**config.mk**
```make
export PLATFORM = sky130hd
export DESIGN_NAME = acpc_ctrl
export DESIGN_NICKNAME = d
export VERILOG_FILES = /design/src/acpc_pkg.sv /design/src/acpc_ctrl.sv
export SDC_FILE = /design/constraint.sdc
export NUM_CORES = 1
export LEC_CHECK = 0
export BUFFER_PORTS_ARGS = -buffer_cell sky130_fd_sc_hd__buf_2
export CAP_MARGIN = 20
export CORE_MARGIN = 8
export CORE_UTILIZATION = 51
export CTS_BUF_LIST = sky130_fd_sc_hd__clkbuf_4 sky130_fd_sc_hd__clkbuf_8 sky130_fd_sc_hd__clkbuf_16
export CTS_CLUSTER_SIZE = 8
export DETAILED_ROUTE_END_ITERATION = 7
export PLACE_DENSITY_LB_ADDON = 0.3
export SLEW_MARGIN = 20
export SYNTH_ARGS = -nofsm -noshare
export SYNTH_HDL_FRONTEND = slang
export SYNTH_SLANG_ARGS = --single-unit
```
**constraint.sdc**
```tcl
create_clock -name ref_clk_in -period 3.3 [get_ports ref_clk_in]
set_clock_uncertainty 0.15 [all_clocks]
set_input_delay 0.165 -clock ref_clk_in [delete_from_list [all_inputs] [get_ports ref_clk_in]]
set_output_delay 0.165 -clock ref_clk_in [all_outputs]
set_load 0.01 [all_outputs]
```
**src/acpc_pkg.sv**
```systemverilog
/*
  Package for the converter clock, power and calibration control block.
  Assumes a single 200 MHz system clock and a plain register port.
*/
package acpc_pkg;
  localparam logic [31:0] CONVERTER_CONTROL_ADDR = 32'h4001C000;
  localparam int          DIV_LSB                = 0;
  localparam int          DIV_MSB                = 7;
  localparam int          SRC_BIT                = 8;
  localparam int          APD_BIT                = 10;
  localparam int          CAL_BIT                = 30;
  localparam logic [31:0] CTRL_RESET             = 32'h00000000;
  localparam logic [31:0] CTRL_WMASK             = 32'h400005FF; // divider, source, power-down, calibrate
  localparam int          BYPASS_DELAY_CLKS      = 2;            // system clocks, trigger to sample
  localparam int          WAKE_CONV_CLKS         = 15;           // converter clocks of start-up delay
  localparam int          CONV_CONV_CLKS         = 25;           // converter clocks per conversion
  localparam int          CAL_CONV_CLKS          = 64;           // converter clocks per calibration
  localparam logic [7:0]  CNT_ONE                = 8'h01;

  typedef enum logic [2:0] {ACPC_IDLE, ACPC_WAKE, ACPC_DELAY, ACPC_CONV, ACPC_CAL} acpc_state_e;
endpackage : acpc_pkg

```
**src/acpc_ctrl.sv**
```systemverilog
/*
  Converter control: clock divider, clock source select, trigger launch timing,
  automatic analog power-down and the self-calibration cycle.
  Assumes all inputs synchronous to ref_clk_in; the alternate converter clock
  arrives as an already synchronised tick (alt_clk_tick_in).
*/
// Our own choice: the plain strobed port.
`timescale 1ns/1ps
// What this block does
// - the converter clock ticks once every divider-plus-one system clocks.
// - bit 8 selects divided system clock (0) or the independent alternate clock (1).
// - in synchronous mode the divided clock restarts at a trigger for deterministic launch.
// - synchronous mode with bypass starts sampling two system clocks after the trigger edge.
// - with auto power-down set the analog part is off when idle and woken by a trigger.
// - auto power-down adds about 15 converter clocks between trigger and sampling.
// - auto power-down never wakes the analog part while system control holds it off.
// - with auto power-down clear the analog part stays powered unless system control holds it off.
// - writing one to bit 30 starts calibration and hardware clears it when done.
// - a conversion takes 25 converter clock periods after sampling begins.
module acpc_ctrl
  import acpc_pkg::*;
(
  input  wire logic        ref_clk_in,
  input  wire logic        rst_in,
  input  wire logic [31:0] addr_in,
  input  wire logic [31:0] wdata_in,
  input  wire logic        wr_in,
  input  wire logic        rd_in,
  output logic      [31:0] rdata_out,
  input  wire logic        trigger_in,
  input  wire logic        sync_bypass_in,
  input  wire logic        pending_in,
  input  wire logic        sysctl_pd_in,
  input  wire logic        alt_clk_tick_in,
  output logic             conv_clk_tick_out,
  output logic             analog_on_out,
  output logic             sample_start_out,
  output logic             conv_done_out,
  output logic             cal_busy_out
);

  logic [31:0] ctrl;
  logic [31:0] next_ctrl;
  logic [7:0]  div_cnt;
  logic [7:0]  next_div_cnt;
  logic        tick;
  logic        next_tick;
  logic [7:0]  phase_cnt;
  logic [7:0]  next_phase_cnt;
  acpc_state_e state;
  acpc_state_e next_state;
  logic        trig_q;
  logic        trig_edge;
  logic        sample_start;
  logic        conv_done;
  logic        cal_done;
  logic [31:0] next_rdata;

  // one mapped register: every access path decodes the same address
  function automatic logic hit_ctrl(input logic [31:0] a);
    hit_ctrl = (a == CONVERTER_CONTROL_ADDR);
  endfunction : hit_ctrl

  wire logic [7:0] divider = ctrl[DIV_MSB:DIV_LSB];
  wire logic       alt_src = ctrl[SRC_BIT];
  wire logic       apd     = ctrl[APD_BIT];
  wire logic       cal_go  = wr_in && hit_ctrl(addr_in) && wdata_in[CAL_BIT];
  wire logic       cal_req = cal_go || ctrl[CAL_BIT]; // a start written mid-conversion is held in bit 30 until idle

  // converter clock tick: selects the alternate tick or the divided tick
  function automatic logic conv_tick(input logic alt, input logic alt_t, input logic div_t);
    conv_tick = alt ? alt_t : div_t;
  endfunction : conv_tick

  wire logic cclk = conv_tick(alt_src, alt_clk_tick_in, tick);

  assign trig_edge = trigger_in && !trig_q;

  // control register: software write, hardware clears calibrate
  always_comb begin
    next_ctrl = ctrl;
    if (wr_in && hit_ctrl(addr_in)) begin
      next_ctrl = wdata_in & CTRL_WMASK; // reserved bits stay zero
    end
    if (cal_done) begin
      next_ctrl[CAL_BIT] = 1'b0; // cleared when the cycle ends
    end
  end

  // divider: restarted by a trigger in synchronous mode so launch is deterministic
  always_comb begin
    next_div_cnt = div_cnt + CNT_ONE;
    next_tick    = 1'b0;
    if (state == ACPC_IDLE && trig_edge) begin
      next_div_cnt = '0;
    end else if (div_cnt >= divider) begin
      next_div_cnt = '0;
      next_tick    = 1'b1; // divide by divider plus one
    end
  end

  // sequencer for wake-up, sampling, conversion and calibration
  always_comb begin
    next_state     = state;
    next_phase_cnt = phase_cnt;
    sample_start   = 1'b0;
    conv_done      = 1'b0;
    cal_done       = 1'b0;
    case (state)
      ACPC_IDLE: begin
        next_phase_cnt = '0;
        if (cal_req) begin
          next_state = ACPC_CAL;
        end else if (trig_edge && !sysctl_pd_in) begin // no wake under system power-down
          if (apd) begin
            next_state = ACPC_WAKE;
          end else if (!alt_src && sync_bypass_in) begin
            next_state = ACPC_DELAY;
          end else begin
            next_state = ACPC_DELAY;
          end
        end
      end
      ACPC_WAKE: begin
        if (cclk) begin
          next_phase_cnt = phase_cnt + CNT_ONE;
        end
        if (cclk && phase_cnt == 8'(WAKE_CONV_CLKS - 1)) begin // start-up delay
          next_state     = ACPC_CONV;
          next_phase_cnt = '0;
          sample_start   = 1'b1;
        end
      end
      ACPC_DELAY: begin
        // no auto power-down, bypass or not: one more clock here gives sampling two clocks after the edge
        next_phase_cnt = phase_cnt + CNT_ONE;
        if (phase_cnt == 8'(BYPASS_DELAY_CLKS - 2)) begin
          next_state     = ACPC_CONV;
          next_phase_cnt = '0;
          sample_start   = 1'b1;
        end
      end
      ACPC_CONV: begin
        if (cclk) begin
          next_phase_cnt = phase_cnt + CNT_ONE;
        end
        if (cclk && phase_cnt == 8'(CONV_CONV_CLKS - 1)) begin // 25 converter clocks
          conv_done      = 1'b1;
          next_phase_cnt = '0;
          if (pending_in && !sysctl_pd_in) begin
            next_state   = ACPC_CONV; // back to back, stays powered
            sample_start = 1'b1;
          end else begin
            next_state = ACPC_IDLE; // idle if nothing pending or under system power-down; powered down there with auto power-down or system power-down
          end
        end
      end
      ACPC_CAL: begin
        if (cclk) begin
          next_phase_cnt = phase_cnt + CNT_ONE;
        end
        if (cclk && phase_cnt == 8'(CAL_CONV_CLKS - 1)) begin
          cal_done       = 1'b1;
          next_state     = ACPC_IDLE;
          next_phase_cnt = '0;
        end
      end
      default: begin
        next_state = ACPC_IDLE;
      end
    endcase
  end

  // read data: only the defined fields come back
  always_comb begin
    next_rdata = '0;
    if (rd_in && hit_ctrl(addr_in)) begin
      next_rdata = ctrl; // calibrate bit reads one while busy
    end
  end

  // all state registers except the helper tick counter
  always_ff @(posedge ref_clk_in) begin
    if (rst_in) begin
      ctrl              <= CTRL_RESET;
      div_cnt           <= '0;
      tick              <= 1'b0;
      phase_cnt         <= '0;
      state             <= ACPC_IDLE;
      trig_q            <= 1'b0;
      rdata_out         <= '0;
      sample_start_out  <= 1'b0;
      conv_done_out     <= 1'b0;
      conv_clk_tick_out <= 1'b0;
    end else begin
      ctrl              <= next_ctrl;
      div_cnt           <= next_div_cnt;
      tick              <= next_tick;
      phase_cnt         <= next_phase_cnt;
      state             <= next_state;
      trig_q            <= trigger_in;
      rdata_out         <= next_rdata;
      sample_start_out  <= sample_start;
      conv_done_out     <= conv_done;
      conv_clk_tick_out <= cclk; // source selected by bit 8
    end
  end

  // analog power: always on unless auto power-down, never against system power-down
  assign analog_on_out = !sysctl_pd_in && (!apd || state != ACPC_IDLE);
  assign cal_busy_out  = ctrl[CAL_BIT];

  chk_bypass_two_clocks: assert property (@(posedge ref_clk_in) disable iff (rst_in)
    (state == ACPC_IDLE && trig_edge && !sysctl_pd_in && !apd && !cal_req) |-> ##2 sample_start_out)
    else $error("bypass launch not two clocks after trigger");
  chk_power_always_on: assert property (@(posedge ref_clk_in) disable iff (rst_in)
    (!apd && !sysctl_pd_in) |-> analog_on_out)
    else $error("analog off with auto power-down clear");
  chk_sysctl_no_wake: assert property (@(posedge ref_clk_in) disable iff (rst_in)
    sysctl_pd_in |-> !analog_on_out)
    else $error("analog powered during system power-down");
  chk_apd_idle_off: assert property (@(posedge ref_clk_in) disable iff (rst_in)
    (apd && state == ACPC_IDLE) |-> !analog_on_out)
    else $error("analog on while idle in auto power-down");
  chk_cal_busy_read: assert property (@(posedge ref_clk_in) disable iff (rst_in)
    (state == ACPC_CAL) |-> cal_busy_out)
    else $error("calibrate bit low during calibration");
  chk_cal_clears: assert property (@(posedge ref_clk_in) disable iff (rst_in)
    cal_done |=> !cal_busy_out && state == ACPC_IDLE)
    else $error("calibrate bit not cleared at end");
  chk_div_period: assert property (@(posedge ref_clk_in) disable iff (rst_in)
    (tick && $stable(divider) && state != ACPC_IDLE && divider == 8'h00) |=> tick)
    else $error("divide by one does not tick every clock");
  chk_reserved_zero: assert property (@(posedge ref_clk_in) disable iff (rst_in)
    (ctrl & ~CTRL_WMASK) == 32'h00000000)
    else $error("reserved control bits not zero");
  chk_wake_to_sample: assert property (@(posedge ref_clk_in) disable iff (rst_in)
    (state == ACPC_WAKE && next_state == ACPC_CONV) |-> cclk && phase_cnt == 8'(WAKE_CONV_CLKS - 1))
    else $error("wake delay not fifteen converter clocks");

  // helper: converter ticks since sampling began, independent of the sequencer counter
  logic [7:0] conv_tick_cnt;
  logic [7:0] next_conv_tick_cnt;

  always_comb begin
    next_conv_tick_cnt = conv_tick_cnt;
    if (sample_start) begin
      next_conv_tick_cnt = '0;
    end else if (state == ACPC_CONV && cclk) begin
      next_conv_tick_cnt = conv_tick_cnt + CNT_ONE;
    end
  end

  always_ff @(posedge ref_clk_in) begin
    if (rst_in) begin
      conv_tick_cnt <= '0;
    end else begin
      conv_tick_cnt <= next_conv_tick_cnt;
    end
  end

  // entry and exit checks of the sequencer, divider restart and tick output
  chk_conv_length: assert property (@(posedge ref_clk_in) disable iff (rst_in)
    conv_done |-> conv_tick_cnt == 8'(CONV_CONV_CLKS - 1))
    else $error("conversion not twenty-five converter clocks");
  chk_div_restart: assert property (@(posedge ref_clk_in) disable iff (rst_in)
    (state == ACPC_IDLE && trig_edge) |=> div_cnt == 8'h00 && !tick)
    else $error("divider not restarted by trigger");
  chk_tick_alt: assert property (@(posedge ref_clk_in) disable iff (rst_in)
    (alt_src && alt_clk_tick_in) |=> conv_clk_tick_out)
    else $error("alternate tick not passed on");
  chk_tick_div: assert property (@(posedge ref_clk_in) disable iff (rst_in)
    (!alt_src && tick) |=> conv_clk_tick_out)
    else $error("divided tick not passed on");
  chk_apd_wake: assert property (@(posedge ref_clk_in) disable iff (rst_in)
    (state == ACPC_IDLE && trig_edge && apd && !sysctl_pd_in && !cal_req) |=> state == ACPC_WAKE)
    else $error("trigger did not wake analog part");
  chk_conv_then_idle: assert property (@(posedge ref_clk_in) disable iff (rst_in)
    (conv_done && !pending_in) |=> state == ACPC_IDLE)
    else $error("not idle after last conversion");
  chk_pd_refuse: assert property (@(posedge ref_clk_in) disable iff (rst_in)
    (state == ACPC_IDLE && sysctl_pd_in && !cal_req) |=> state == ACPC_IDLE)
    else $error("trigger accepted under system power-down");
  chk_cal_starts: assert property (@(posedge ref_clk_in) disable iff (rst_in)
    (state == ACPC_IDLE && cal_req) |=> state == ACPC_CAL && cal_busy_out)
    else $error("calibration did not start");
  chk_reset_fields: assert property (@(posedge ref_clk_in)
    rst_in |=> ctrl == CTRL_RESET && state == ACPC_IDLE)
    else $error("control fields not zero after reset");

  // main scenarios worth seeing
  cov_apd_conv:  cover property (@(posedge ref_clk_in) state == ACPC_WAKE ##[1:400] sample_start_out);
  cov_cal_cycle: cover property (@(posedge ref_clk_in) state == ACPC_CAL ##[1:1000] cal_done);
  cov_conv_done: cover property (@(posedge ref_clk_in) conv_done_out);
  cov_back_to_back: cover property (@(posedge ref_clk_in) conv_done && sample_start);
  cov_pd_refused: cover property (@(posedge ref_clk_in) state == ACPC_IDLE && trig_edge && sysctl_pd_in);

endmodule : acpc_ctrl

```
==> results of run 1 <==
Yosys cell counts (4+ instances only):
cell type / count / share of area, %
nor4b_1: 4 / 1.4
o31ai_1: 6 / 1.8
a21oi_1: 10 / 2.0
nor3_1: 6 / 1.2
xor2_1: 5 / 1.8
and2_1: 12 / 3.0
nand3_1: 9 / 1.8
nand2_1: 10 / 1.5
buf_4: 25 / 7.5
clkbuf_1: 4 / 0.60
and3_1: 5 / 1.3
nor2_1: 32 / 4.8
o21ai_0: 6 / 1.2
a21o_1: 5 / 1.5
mux2i_1: 11 / 4.4
dfxtp_1: 46 / 37
nand2b_1: 4 / 1.0
nor4_1: 5 / 1.3
inv_1: 14 / 2.1
ha_1: 12 / 6.0
registers in the layout, summed over array words and instances, names as in the netlist:
register,flops
ctrl,11
rdata_out,11
div_cnt,8
phase_cnt,8
state,3
conv_clk_tick_out,1
conv_done_out,1
sample_start_out,1
tick,1
trig_q,1
power by group through the flow:
stage / clock [mW] / sequential, mW / combinational (mW)
2_1_floorplan: 0 / 0.594 / 0.201
3_3_place_gp: 0 / 0.615 / 0.218
3_5_place_dp: 0 / 0.614 / 0.221
4_1_cts: 0.371 / 0.602 / 0.233
5_1_grt: 0.386 / 0.609 / 0.263
6_report: 0.353 / 0.604 / 0.236
placed cells by master (no fill, tap or decap), drive strengths merged, types with 2 or more instances in the layout:
cell type    instances
nand2b               4
and2                12
nor2                32
clkbuf               5
or3                  3
mux2i               11
buf                 66
xor2                 5
a31oi                2
dlygate4sd3         13
nor3                 6
ha                  12
nand4                3
o21a                 3
nor3b                2
nor4b                4
a41oi                2
o31ai                6
inv                 15
nand3                9
a21oi               10
o21ai                6
a31o                 2
a21o                 5
nor4                 5
nor2b                3
conb                21
and2b                2
dfxtp               46
nand3b               2
and3                 5
o2111ai              2
nand2               10
routing by layer:
metal  wire, um  track usage (%)
met4         68             4.14
met3        562             5.06
met2       2540             25.1
met1       2600             19.0
met5          0                0
tightest hold or removal path: cells and delay by family:
kind                   cells  cell delay [ps]
buffers and inverters      1               90
AOI/OAI and AO/OA          1              120
and+or+nand+nor            2              120
cell families (layout without fill, tap and decap cells):
kind of cell | count (synthesis) | count (layout) | share of synthesized area (%)
AO/OA/AOI/OAI | 49 | 49 | 14.5
XOR/XNOR | 6 | 6 | 2.11
adder cells (fa/ha/maj) | 12 | 12 | 6.03
buffers and inverters | 46 | 101 | 11.1
flip-flops | 46 | 46 | 37.0
multiplexers | 12 | 12 | 4.87
other | 1 | 21 | 0.151
AND/OR/NAND/NOR | 110 | 110 | 24.3
cell type report:
| cell class | count | area share (%) |
|---|---|---|
| multi-input combinational | 210 | 45.9 |
| sequential | 46 | 30.9 |
| timing repair buffer | 79 | 15.4 |
| tap | 67 | 2.81 |
| clock buffer | 5 | 2.31 |
| inverter | 14 | 1.76 |
| clock inverter | 3 | 0.840 |
per-stage QoR:
stage	instance area (sq um)	setup slack, ps	power [mW]
2_1_floorplan	2570	1080	0.795
6_report	2980	841	1.19
4_1_cts	2980	864	1.20
5_1_grt	2980	669	1.26
3_5_place_dp	2760	880	0.835
3_3_place_gp	2760	897	0.833
worst paths after layout:
path                                    from               end  slack [ps]  cells past startpoint
worst min-delay path              pending_in  sample_start_out          90                      4
worst min register to register      ctrl[30]          ctrl[30]         340                      2
worst max register to register  phase_cnt[4]      phase_cnt[1]         840                      4
worst max-delay path            phase_cnt[4]      phase_cnt[1]         840                      4
what timing repair did:
item                      4_1_cts  5_1_grt
hold buffers                   13        0
setup buffers                   0        0
hold endpoints to repair       12        0
==> results.yml, run 1 <==
setup_path:
  cp.required_ps: 3340
  path_delay_family: "compound AO/OA/AOI/OAI gates"
  crit_chain: "or4_4 -> o311ai_0 -> nand2_1 -> a32o_1"
  critPathMaxStageDelay_ps: 800
  arrival_ps: 2500
  path_buf_inv: 0
  critPathLaunchType: "flop"
  endpoint_kind: "flop"
  slowest_stage: "o311ai_0"
  crit_type: "flop to flop"
  worstPathMaxFanout: 7
power:
  pwr-share-clk_pct: 29.6
  switching_share_pct: 30.2
  sequentialPowerShare_pct: 50.6
  combPwrFrac_pct: 19.8
  cell_internal_pwr_mw: 0.832
  p_per_area_nw_per_um2: 400
  peakVddDrop_mv: 0.344
  leakagePower_nw: 1.38
  p_sw_mw: 0.360
floorplan:
  io_pins: 110
  start_util_pct: 52.7
  core_area_sq_um: 4720
  die_h_um: 85.9
  dieWidth_um: 85.9
  rows: 25
  dieArea_sq_um: 7380
detailed_routing:
  wirelength_um: 5770
  drt_pre_antenna_iters: 4
  routed_via_density: 5.09
  ant_nets: 0
  dr.first_iter.drc_count: 123
  vias: 2158
  drc: 0
  post_drt_wl_per_cell_um: 13.6
global_route:
  grt_pass1_vias: 2001
  grt_use_total_pct: 15.5
  grt_antenna_before_repair: 0
  grt_pass1_wl_um: 9370
  grt_max_degree: 29
  grt_overflow: 0
logic_synthesis:
  ys_async_sr_fraction_pct: 0
  syn_area_per_cell_sq_um: 8.83
  synth_flop_cell: "dfxtp_1"
  ys_seq_area_share_pct: 37.0
  synth_edf_count: 0
  synthCells: 282
  syn_area_sq_um: 2490
  ys_ff_latch: 46
  synth_cell_type_count: 57
  yosysWarningCount: 0
timing:
  final.min_clock_period_ps: 2460
  final.period_utilization_pct: 74.5
  finalSetupViolCount: 0
  max_freq_ghz: 0.407
  finalHoldViolCount: 0
  hold_ws_ps: 87.9
  relSlewSlack_pct: 38.9
  tightest_slew_ps: 905
  final-max-slew-violation-count: 0
  fin_setup_tns_ps: 0
  rsz0062_at_grt: "false"
layout:
  multi_input_area_sq_um: 1370
  fillCellCount: 400
  seqCellArea_sq_um: 921
  num_antenna_cells: 0
  syn_to_final_growth_pct: 19.6
  nNetsFinal: 441
  drive_gt1_share_pct: 23.2
  fin_util_pct: 63.1
  final_cells: 424
min_path:
  hp-class: "input pin to flop"
clock_network:
  cts_root_buf: "clkbuf_8"
  clockBufferDepth: 2
  clk_latency_ps: 300
  cts_tree: "done"
  htree_levels: 2
  ctsResizeCount: 0
  clkTransAtPathRegs_ps: 90
  numCtsBuffers: 5
  clock_sinks: 46
place:
  place_hpwl_um: 4360
  place_inst: 403
  gp_congestion: 0.900
  port_buffers: 66
status:
  status: "finished clean"
flow_run:
  max-cap-violations: 0
(Power assumes the default switching activity.)
==> run 2, diff against run 1 <==
Settings changed: ABC_AREA from default to 1, CORE_UTILIZATION 51 to 48.
Clock period 3.3 ns to 2.3 ns, I/O delays scaled along.
==> results.yml, run 2 <==
timing:
  rsz0062_at_grt: "false"
  finalHoldViolCount: 0
  tightest_slew_ps: 713
  finalSetupViolCount: 0
  final-max-slew-violation-count: 0
  max_freq_ghz: 0.520
  final.period_utilization_pct: 83.6
  relSlewSlack_pct: 52.4
  final.min_clock_period_ps: 1920
  fin_setup_tns_ps: 0
detailed_routing:
  wirelength_um: 6000
  dr.first_iter.drc_count: 160
  drc: 0
  vias: 2392
  post_drt_wl_per_cell_um: 11.8
  ant_nets: 0
  routed_via_density: 4.73
  drt_pre_antenna_iters: 4
status:
  status: "finished clean"
layout:
  num_antenna_cells: 0
  multi_input_area_sq_um: 1310
  final_common_cell: "nand2_1"
  stdcell_area_sq_um: 3080
  syn_to_final_growth_pct: 21.6
  nNetsFinal: 520
  reg_top3: "ctrl (11), rdata_out (11)"
  fillCellCount: 458
  seqCellArea_sq_um: 921
  drive_gt1_share_pct: 20.4
  fin_util_pct: 60.3
  mostFrequentLayoutCells: "nand2_1, buf_2, nor2_1"
clock_network:
  numCtsBuffers: 5
  cts_setup_buffers: 0
  cts_root_buf: "clkbuf_8"
  clockBufferDepth: 2
  htree_levels: 2
  clkTransAtPathRegs_ps: 80
  clock_sinks: 46
  clk_latency_ps: 300
  cts_tree: "done"
logic_synthesis:
  yosysWarningCount: 0
  syn_area_sq_um: 2530
  synth_edf_count: 0
  ys_async_sr_fraction_pct: 0
  synth_commonest_cells: "nand2_1, nor2_1, inv_1"
  ys_ff_latch: 46
  synth_cell_type_count: 33
  synth_flop_cell: "dfxtp_1"
  synthCells: 357
  ys_seq_area_share_pct: 36.3
  syn_area_per_cell_sq_um: 7.10
  synthTopCellsByArea: "dfxtp_1, nand2_1, nor2_1"
  synth.most_common_cell: "nand2_1"
  synth_top_area_share_pct: 36.3
  yosys.area.top_type: "dfxtp_1"
power:
  sequentialPowerShare_pct: 44.0
  power_mw: 1.98
  pwr-share-clk_pct: 31.0
  combPwrFrac_pct: 25.0
  cell_internal_pwr_mw: 1.34
  switching_share_pct: 32.0
  p_sw_mw: 0.634
  peakVddDrop_mv: 0.293
  leakagePower_nw: 1.47
  p_per_area_nw_per_um2: 642
place:
  postPlaceCellArea_sq_um: 2850
  gp_congestion: 0.845
  place_hpwl_um: 4580
  port_buffers: 66
setup_path:
  crit_type: "flop to flop"
  endpoint_kind: "flop"
  reg2reg_slack_ps: 380
  cp.required_ps: 2380
  arrival_ps: 2000
  critPathLaunchType: "flop"
  worstPathMaxFanout: 13
global_route:
  grt_pass1_vias: 2378
  grt_antenna_before_repair: 0
  grt_use_total_pct: 15.9
  grt_pass1_wl_um: 10000
  grt_overflow: 0
  grt_max_degree: 22
floorplan:
  start_util_pct: 49.6
  core_area_sq_um: 5110
  dieArea_sq_um: 7860
  rows: 26
  dieWidth_um: 88.7
  die_h_um: 88.7
  io_pins: 110
flow_run:
  max-cap-violations: 0
min_path:
  hp-class: "input pin to flop"
run 2: final cells by class:
| cell class | count | area share [%] |
|---|---|---|
| clock buffers | 6 | 2.48 |
| clock inverters | 2 | 1.22 |
| inverters | 50 | 6.09 |
| multi-input cells | 253 | 42.6 |
| flip-flops and latches | 46 | 29.9 |
| well taps | 70 | 2.84 |
| repair buffers | 79 | 14.9 |
run 2: worst max-delay path, stage by stage (launching register included):
cell	delay, ps
dfxtp_1	320
inv_1	80
nand2_1	50
nand2_1	350
nand3_1	200
nand2_1	90
nand2_1	60
inv_2	80
nand2_4	100
nor2_4	90
nand2_2	60
inv_2	50
nand2_1	40
a21oi_1	120
run 2: power groups by stage:
| stage | Sequential (mW) | Combinational [mW] | Clock, mW |
|---|---|---|---|
| after global placement | 0.888 | 0.467 | 0 |
| final | 0.871 | 0.495 | 0.613 |
| after detailed placement | 0.887 | 0.475 | 0 |
| after floorplan | 0.882 | 0.383 | 0 |
| after CTS | 0.869 | 0.492 | 0.624 |
| after global routing | 0.876 | 0.567 | 0.662 |
run 2: per-layer routing:
layer / track usage, % / part of all wire [%]
met1: 19.7 / 46
met2: 26.0 / 45
met3: 3.99 / 7.0
met4: 5.53 / 1.3
met5: 0 / 0
run 2: final timing paths:
check | from | to | depth (start not counted)
setup / recovery | ctrl[8] | state[0] | 13
hold / removal | wr_in | ctrl[30] | 3
setup reg to reg | ctrl[8] | state[0] | 13
hold reg to reg | div_cnt[0] | div_cnt[0] | 1
run 2: timing repair:
| action | 4_1_cts | 5_1_grt |
|---|---|---|
| resized for setup | 0 | 0 |
| endpoints found under the setup margin | 0 | 0 |
| hold buffers | 12 | 0 |
| hold endpoints to repair | 17 | 0 |
run 2: metrics by stage:
stage          cells  hold slack, ps  setup WS [ps]
6_report         506            83.8            378
5_1_grt          506            95.1            151
4_1_cts          506            74.5            378
3_5_place_dp     486             208            405
3_3_place_gp     486             204            419
2_1_floorplan    377            72.0            647
run 2: logic make-up after synthesis:
| logic type | synth area share (%) |
|---|---|
| AO/OA/AOI/OAI | 11.1 |
| XOR/XNOR | 2.42 |
| adder cells (fa/ha/maj) | 5.92 |
| buffers and inverters | 14.8 |
| flip-flops | 36.3 |
| other | 0.148 |
| AND/OR/NAND/NOR | 29.3 |
